[config.mk]
export PLATFORM = sky130hd
export DESIGN_NAME = serial_dac_command_logic
export DESIGN_NICKNAME = d
export VERILOG_FILES = /design/src/logic/serial_dac_command_logic.v /design/src/logic/pin_sync.v
export VERILOG_INCLUDE_DIRS = /design/src /design/src/shared
export SDC_FILE = /design/constraint.sdc
export NUM_CORES = 1
export LEC_CHECK = 0
export BUFFER_PORTS_ARGS = -buffer_cell sky130_fd_sc_hd__buf_2
export CORE_UTILIZATION = 40
export DETAILED_ROUTE_END_ITERATION = 12
export PLACE_DENSITY = 0.65
export SYNTH_ARGS = -nofsm -noshare
export SYNTH_HDL_FRONTEND = slang
export SYNTH_SLANG_ARGS = --single-unit
export TNS_END_PERCENT = 100
[constraint.sdc]
create_clock -name clk_i -period 1.5 [get_ports clk_i]
set_input_delay 0.15 -clock clk_i [delete_from_list [all_inputs] [get_ports clk_i]]
set_output_delay 0.15 -clock clk_i [all_outputs]
set_load 0.01 [all_outputs]
[src/shared/dac_cmd_map.vh]
// Constants for the serial converter command logic
`ifndef DAC_CMD_MAP_VH
`define DAC_CMD_MAP_VH
`define FRAME_BITS        16
`define BIT_COUNT_W       5
`define BIT_COUNT_ZERO    5'h00
`define BIT_COUNT_FULL    5'h10
`define BIT_COUNT_ONE     5'h01
`define CODE_W            10
`define CODE_ZERO         10'h000
`define WORD_ZERO         16'h0000
`define CTRL_HIGH_POS     15
`define CTRL_MID_POS      14
`define CTRL_LOW_POS      13
`define CODE_MSB_POS      12
`define CODE_LSB_POS      3
`define SUB_MSB_POS       2
`define SUB_LSB_POS       0
`define OP_LOAD_UPDATE    2'h0
`define OP_LOAD_ONLY      2'h1
`define OP_RECALL         2'h2
`define OP_SPECIAL        2'h3
`endif

[src/logic/serial_dac_command_logic.v]
// Command decoder and register pair of a serial 10-bit converter
`timescale 1ns/1ps
`default_nettype none
`include "dac_cmd_map.vh"
module serial_dac_command_logic (
    input  wire                 clk_i,
    input  wire                 reset_i,
    input  wire                 enable_i,
    input  wire                 cs_n_i,
    input  wire                 sclk_i,
    input  wire                 din_i,
    output reg  [`CODE_W-1:0]   input_code_o,
    output reg  [`CODE_W-1:0]   code_value_o,
    output reg                  shutdown_o,
    output reg  [2:0]           sub_bit_field_o,
    output reg                  frame_error_o,
    output reg                  commit_o
);
    wire                    cs_n_sync;
    wire                    sclk_sync;
    wire                    din_sync;
    reg                     sclk_prev_reg;
    reg                     cs_n_prev_reg;
    reg  [`FRAME_BITS-1:0]  shift_reg;
    reg  [`BIT_COUNT_W-1:0] count_reg;
    wire                    sclk_rise;
    wire                    cs_rise;
    wire                    ctrl_bit_high;
    wire [1:0]              ctrl_low_pair;
    wire [`CODE_W-1:0]      code_field;
    wire [2:0]              sub_bit_field;
    wire                    frame_full;

    // Next-state values for every register but the edge history
    reg  [`FRAME_BITS-1:0]  shift_next;
    reg  [`BIT_COUNT_W-1:0] count_next;
    wire                    shift_take;
    wire                    word_commit;
    reg  [`CODE_W-1:0]      input_code_next;
    reg  [`CODE_W-1:0]      code_value_next;
    reg                     shutdown_next;
    reg  [2:0]              sub_bits_next;
    reg                     frame_error_next;
    reg                     commit_next;

    // Serial clock is slow against clk_i, so edges are found by sampling
    // Limitation: each serial clock phase must last three clk_i periods
    pin_sync #(.RESET_VALUE(1'b1)) cs_sync_u (
        .clk_i    (clk_i),
        .reset_i  (reset_i),
        .enable_i (enable_i),
        .pin_i    (cs_n_i),
        .sync_o   (cs_n_sync)
    );
    pin_sync #(.RESET_VALUE(1'b0)) sclk_sync_u (
        .clk_i    (clk_i),
        .reset_i  (reset_i),
        .enable_i (enable_i),
        .pin_i    (sclk_i),
        .sync_o   (sclk_sync)
    );
    pin_sync #(.RESET_VALUE(1'b0)) din_sync_u (
        .clk_i    (clk_i),
        .reset_i  (reset_i),
        .enable_i (enable_i),
        .pin_i    (din_i),
        .sync_o   (din_sync)
    );

    assign sclk_rise     = sclk_sync & ~sclk_prev_reg;
    assign cs_rise       = cs_n_sync & ~cs_n_prev_reg;
    assign frame_full    = (count_reg == `BIT_COUNT_FULL);
    assign ctrl_bit_high = shift_reg[`CTRL_HIGH_POS];
    assign ctrl_low_pair = {shift_reg[`CTRL_MID_POS],
                            shift_reg[`CTRL_LOW_POS]};
    assign code_field    = shift_reg[`CODE_MSB_POS:`CODE_LSB_POS];
    assign sub_bit_field = shift_reg[`SUB_MSB_POS:`SUB_LSB_POS];
    assign shift_take    = ~cs_n_sync & sclk_rise;
    assign word_commit   = cs_rise & frame_full;

    // Edge history; reset levels match the idle pins so that no false
    // edge follows reset
    always @(posedge clk_i) begin
        if (reset_i) begin
            sclk_prev_reg <= 1'b0;
            cs_n_prev_reg <= 1'b1;
        end else if (enable_i) begin
            sclk_prev_reg <= sclk_sync;
            cs_n_prev_reg <= cs_n_sync;
        end
    end

    // Shifter and bit counter; the count saturates so that a long frame
    // keeps its last 16 bits
    always @* begin
        shift_next = shift_reg;
        count_next = count_reg;
        // Deselected device ignores shared clock and data lines
        if (shift_take) begin
            shift_next = {shift_reg[`FRAME_BITS-2:0], din_sync};
            if (!frame_full) begin
                count_next = count_reg + `BIT_COUNT_ONE;
            end
        end
        if (cs_rise) begin
            count_next = `BIT_COUNT_ZERO;
        end
    end

    always @(posedge clk_i) begin
        if (reset_i) begin
            shift_reg <= `WORD_ZERO;
            count_reg <= `BIT_COUNT_ZERO;
        end else if (enable_i) begin
            shift_reg <= shift_next;
            count_reg <= count_next;
        end
    end

    // Command decode; recall uses the input register as it stood before
    // this frame, since no command loads and recalls at once
    always @* begin
        input_code_next = input_code_o;
        code_value_next = code_value_o;
        shutdown_next   = shutdown_o;
        sub_bits_next   = sub_bit_field_o;
        if (word_commit) begin
            sub_bits_next = sub_bit_field;
            case (ctrl_low_pair)
                `OP_LOAD_UPDATE: begin
                    input_code_next = code_field;
                    code_value_next = code_field;
                    shutdown_next   = 1'b0;
                end
                `OP_LOAD_ONLY: begin
                    input_code_next = code_field;
                end
                `OP_RECALL: begin
                    code_value_next = input_code_o;
                    shutdown_next   = 1'b0;
                end
                default: begin
                    // Input register untouched in shutdown
                    if (ctrl_bit_high) begin
                        shutdown_next = 1'b1;
                    end
                    // Else no-operation: only the sub-bit field is taken from the frame
                end
            endcase
        end
    end

    // Short frames are dropped rather than half-decoded
    always @* begin
        frame_error_next = frame_error_o;
        commit_next      = 1'b0;
        if (cs_rise) begin
            frame_error_next = ~frame_full;
            commit_next      = frame_full;
        end
    end

    // Input register
    always @(posedge clk_i) begin
        if (reset_i) begin
            input_code_o <= `CODE_ZERO;
        end else if (enable_i) begin
            input_code_o <= input_code_next;
        end
    end

    // Output register feeding the converter
    always @(posedge clk_i) begin
        if (reset_i) begin
            code_value_o <= `CODE_ZERO;
        end else if (enable_i) begin
            code_value_o <= code_value_next;
        end
    end

    // Shutdown mode
    always @(posedge clk_i) begin
        if (reset_i) begin
            shutdown_o <= 1'b0;
        end else if (enable_i) begin
            shutdown_o <= shutdown_next;
        end
    end

    // Sub-bits of the last committed frame
    always @(posedge clk_i) begin
        if (reset_i) begin
            sub_bit_field_o <= 3'h0;
        end else if (enable_i) begin
            sub_bit_field_o <= sub_bits_next;
        end
    end

    // Frame status
    always @(posedge clk_i) begin
        if (reset_i) begin
            frame_error_o <= 1'b0;
            commit_o      <= 1'b0;
        end else if (enable_i) begin
            frame_error_o <= frame_error_next;
            commit_o      <= commit_next;
        end
    end
endmodule // serial_dac_command_logic
`default_nettype wire

[src/logic/pin_sync.v]
// Two-stage synchroniser for one asynchronous pin
`timescale 1ns/1ps
`default_nettype none
module pin_sync #(
    parameter RESET_VALUE = 1'b0
) (
    input  wire clk_i,
    input  wire reset_i,
    input  wire enable_i,
    input  wire pin_i,
    output reg  sync_o
);
    reg meta_reg;

    always @(posedge clk_i) begin
        if (reset_i) begin
            meta_reg <= RESET_VALUE;
            sync_o   <= RESET_VALUE;
        end else if (enable_i) begin
            meta_reg <= pin_i;
            sync_o   <= meta_reg;
        end
    end
endmodule // pin_sync
`default_nettype wire

* Word-level counts from Yosys, hierarchy flattened
Cells that the tools add are included.
** Cells by class
- Reductions and logical operators :: 13
- Equality and inequality tests :: 4
- Bitwise operators :: 9
- Add/subtract/negate cells :: 1
- Mux-type cells :: 7
** Operators by type and width (number)
- $pmux W10 S2 :: 1
- $mux W5 :: 3
- $reduce_and A3 Y1 :: 3
- $reduce_and A2 Y1 :: 3
- $reduce_bool A2 Y1 :: 3
- $add A5 B1 Y5 const B :: 1
- $eq A5 B5 Y1 const B :: 1
- $not A1 Y1 :: 5
- $and A1 B1 Y1 :: 4
- $reduce_and A4 Y1 :: 1
- $reduce_or A2 Y1 :: 2
- $eq A2 B1 Y1 const B :: 1
- $eq A2 B2 Y1 const B :: 1
- $logic_not A2 Y1 :: 1
- $mux W1 :: 2
- $ne A2 B2 Y1 const B :: 1
- $pmux W1 S2 :: 1
** Word-level totals
- Register bits after elaboration :: 55
- Input bits :: 6
- Output and inout port bits :: 26
- Word-level logic and storage cells :: 50

* Depth between registers and ports, before layout
- Word-level depth :: 5
- Mapped depth :: 7

* By module
Synthesis repeated with hierarchy kept, for this count alone.
** Second synthesis, totals
- Cell total of the unflattened synthesis :: 265
- Area total of the unflattened synthesis :: 2322.2 um^2
** By module, submodules not included
- serial_dac_command_logic :: seq. area each 980.9 um^2, instances 1, cells each 247, area each 2117.0 um^2
- pin_sync at din_sync_u ... :: seq. area each 40.0 um^2, instances 2, cells each 6, area each 67.6 um^2
- pin_sync at cs_sync_u :: seq. area each 40.0 um^2, instances 1, cells each 6, area each 70.1 um^2

* Worst setup path before layout
Ideal clock, no wire load.
- Path type :: flip-flop to flip-flop
- From :: register count_reg[0]
- To :: register count_reg[3]
- Required time :: 1426 ps
- Cell stages (with the launch flop) :: 6
- Setup slack :: 39 ps
- Arrival time :: 1386 ps
- Setup time :: 74 ps
- Clock period less this slack :: 1461 ps
- Buffers on the path :: 0
- Cell sequence :: dfxtp_1 -> inv_1 -> ha_1 -> and4bb_2 -> or4_1 -> a31oi_1
** On the way
- Word-level cells in the longest chain between the ends :: 4
** RTL lines
- from (decl) :: line serial_dac_command_logic.v:25 : reg [`BIT_COUNT_W-1:0] count_reg;
- from (signal assigned) :: line serial_dac_command_logic.v:113 : count_reg <= `BIT_COUNT_ZERO;
- from (signal assigned) :: line serial_dac_command_logic.v:116 : count_reg <= count_next;
- $add A5 B1 Y5 (no line)
- $mux W5 :: line serial_dac_command_logic.v:101 : if (!frame_full) begin
- $mux W5 :: line serial_dac_command_logic.v:99 : if (shift_take) begin
- $mux W5 :: line serial_dac_command_logic.v:105 : if (cs_rise) begin
Several ways; a longest one is shown, not always the timed one. The select of a mux whose other input is x is not followed.
A chain may end at the register's enable or synchronous reset.

* Final worst setup path
- From :: register count_reg[0]
- To :: register code_value_o[3]
** On the way
- Word-level cells in the longest chain between the ends :: 3
** RTL lines
- $eq A5 B5 Y1 (no line)
- $and A1 B1 Y1 :: line serial_dac_command_logic.v:79 : assign word_commit = cs_rise & frame_full;
- $reduce_and A3 Y1 (no line)
- to (signal assigned) :: line serial_dac_command_logic.v:175 : code_value_o <= `CODE_ZERO;
- to (signal assigned) :: line serial_dac_command_logic.v:177 : code_value_o <= code_value_next;
- to (decl) :: line serial_dac_command_logic.v:13 : output reg [`CODE_W-1:0] code_value_o,
No other way between the ends.

==> impl_metrics.tcl <==
set metrics [dict create \
    dieArea_mm2 0.006060 \
    antenna_cells 0 \
    cp_max_fo 12 \
    relSlewSlack_pct 72.33 \
    vias 2063 \
    busiest_layer "met2" \
    viasPerCell 5.546 \
    synth_top_cell_area_share_pct 47.85 \
    synth_top_area_cell "dfxtp_1" \
    worstPathCellList "inv_2, ha_4, and4bb_4, buf_12, a31oi_1, a311oi_1" \
    dpl_worst_slack_ns -0.03951 \
    crit_arrival_ns 1.64 \
    p_leak_uw 0.0009805 \
    fmax_mhz 702.9 \
    post-route-util_pct 50.54 \
    syn_area_per_cell_um2 8.650 \
    cts.sinks 55 \
    critical-path-slowest-cell "dfxtp_2" \
    drc 0 \
    min_period_over_period_pct 94.84 \
    synth_xor_xnor_area_share_pct 0 \
    synthCells 266 \
    min_period_ns 1.423 \
    vdd_drop_max_v 0.0006722 \
    core-area_mm2 0.005540 \
    synth.area.mux_share_pct 2.175 \
    max_cap_violations 0 \
    htreeDepth 2 \
    hold_ws_ns 0.04239 \
    yosys_warnings 0 \
    setup_slack_ns 0.07742 \
    cts_hold_buf 0 \
    drt_wl_total_um 5284 \
    final_nets 307 \
    finalSetupViolCount 0 \
    synth_ff_type "dfxtp_1" \
    initial_core_util_pct 41.53 \
    root_buffer "clkbuf_8" \
    rrSetupSlack_ns 0.08 \
    rsz0062_at_grt "yes" \
    drt_iter0_markers 126 \
    placed_cells 363 \
    fp.dieW_um 77.85 \
    dpl.hpwl_um 3401 \
    grt_max_degree 28 \
    synthSimpleGateAreaFrac_pct 22.46 \
    critPathRequiredTime_ns 1.72 \
    grtUsageMet3_pct 4.118 \
    path_class "reg -> reg" \
    yosysSeqAreaShare_pct 47.85 \
    synthAdderAreaFrac_pct 1.088 \
    async_reset_ff_share_pct 0 \
    worstHoldPathType "in -> reg" \
    r2r-start "count_reg[0]" \
    endpoint_kind "flop" \
    start_kind "flop" \
    reg2reg_depth 6 \
    area_delta_synth_final_pct 21.70 \
    finalClockSkew_ns 0.01220 \
    synth.area.top_cells "dfxtp_1 48%, nand2_1 8.5%, a21oi_1 7.0%" \
    antenna_found_initial 0 \
    numCtsBuffers 5 \
    path_clk_slew_ns 0.09 \
    grt_pass1_wl_um 8673 \
    die_h_um 77.85 \
    synth_cell_types 31 \
    crit_end "code_value_o[3]" \
    clk_path_buf_depth 2 \
    synth_compound_area_share_pct 21.04 \
    route.antenna.remaining_nets 0 \
    fp-row-count 27 \
    grt.total_usage_pct 18.15 \
    ioPinCount 32 \
    wire_per_inst_um 14.20 \
    drv_slew 0 \
    ys_ff_latch 55 \
    synth-edff-count 0 \
    r2r_end "code_value_o[3]" \
    use_met1_pct 23.62 \
    instances_no_fill 372 \
    largest_reg_flops 16 \
    io_buffers 31 \
    powerDensity_mw_per_mm2 871.8 \
    place_congestion 0.7727 \
    synth_area_mm2 0.002301 \
    drive_gt1_share_pct 22.33 \
    grt_util_met2_pct 28.58 \
    firstDrtPassIters 4 \
    overflow 0 \
    status "finished, final reports clean" \
    slowest_delay_ns 0.33 \
    worst_pin_slew_ns 0.4150 \
    synth_most_common_cell "dfxtp_1" \
    synth_top_family_by_area "simple AND/OR/NAND/NOR gates" \
    final_hold_viol_count 0 \
    grt_pass1_vias 1794 \
    power.total_uw 2441 \
    synth_common_cells "55 x dfxtp_1, 52 x nand2_1, 32 x a21oi_1" \
    cts_tree "yes" \
    clock_latency_ns 0.31 \
    syn-num-nets 274 \
    crit_path_start "count_reg[0]" \
]
## worst max-delay path: cells and delay by family (launching register included)
kind	cells	cell delay, ns
flip-flops	1	0.33
AO/OA/AOI/OAI	2	0.33
AND/OR/NAND/NOR	1	0.30
buffers and inverters	2	0.22
adder cells (fa/ha/maj)	1	0.15
## how the worst min path moves through the flow
stage | startpoint | end | depth (start not counted)
finish | cs_n_i | cs_sync_u.meta_reg | 2
global route | cs_n_i | cs_sync_u.meta_reg | 2
CTS | cs_n_i | cs_sync_u.meta_reg | 2
detailed placement | cs_n_i | cs_sync_u.meta_reg | 2
global placement | cs_n_i | cs_sync_u.meta_reg | 2
floorplan | cs_n_i | cs_sync_u.meta_reg | 1
## power breakdown
group	internal (uW)	leakage, uW	switching (uW)
clock	380	0.0000484	480
sequential	1470	0.000445	7.70
combinational	42.0	0.000487	60.6
## through the flow
stage / instance area [um^2] / setup TNS (ns)
2_1_floorplan: 2301 / 0
3_3_place_gp: 2639 / 0
3_5_place_dp: 2639 / -0.03951
4_1_cts: 2736 / 0
5_1_grt: 2800 / -0.02016
6_report: 2800 / 0
## cell usage in the layout, fill, tap and decap left out, types with 2 or more instances in the layout
master | synthesis | layout
mux2i_1 | 5 | 5
o21ai_0 | 3 | 3
buf_12 | 0 | 5
nor2_1 | 7 | 7
clkbuf_8 | 0 | 6
inv_2 | 0 | 2
o31ai_1 | 10 | 10
nand2b_1 | 2 | 2
nand2_1 | 52 | 52
nand3b_1 | 2 | 2
nor3_1 | 2 | 2
dfxtp_1 | 55 | 53
nor2b_1 | 6 | 6
a311oi_1 | 10 | 10
a21oi_1 | 32 | 32
o211ai_1 | 3 | 3
dfxtp_2 | 0 | 2
nand4_1 | 2 | 2
nand4b_1 | 10 | 10
buf_2 | 9 | 31
buf_4 | 2 | 14
a211o_1 | 3 | 3
nand3_1 | 10 | 10
a31oi_1 | 13 | 12
## area by class of cell
cell class	count	area [um^2]
clock buffer	7	86.33
clock inverter	1	8.758
fill	538	2740
inverter	3	11.26
multi-input combinational	183	1115
sequential	55	1104
tap	72	90.09
timing repair buffer	51	385.4
## layer usage
| metal | up-vias | part of all wire (%) |
|---|---|---|
| li1 | 1026 | - |
| met2 | 54 | 45 |
| met4 | 0 | 1.4 |
| met3 | 6 | 4.8 |
| met1 | 977 | 49 |
| met5 | - | 0 |
## kinds of logic after synthesis
kind of cell | after synthesis
and+or+nand+nor | 100
AOI/OAI and AO/OA | 76
DFF | 55
buffers and inverters | 28
muxes | 5
adders and majority gates | 2
## timing repair
| action | 4_1_cts | 5_1_grt |
|---|---|---|
| buffers inserted | 0 | 0 |
| pin swaps | 2 | 5 |
| setup endpoints to repair | 1 | 25 |
| endpoints found under the hold margin | 0 | 0 |
| gates resized for setup | 2 | 7 |
| cloned | 0 | 1 |
No activity file was read; power rests on OpenSTA's default activity.
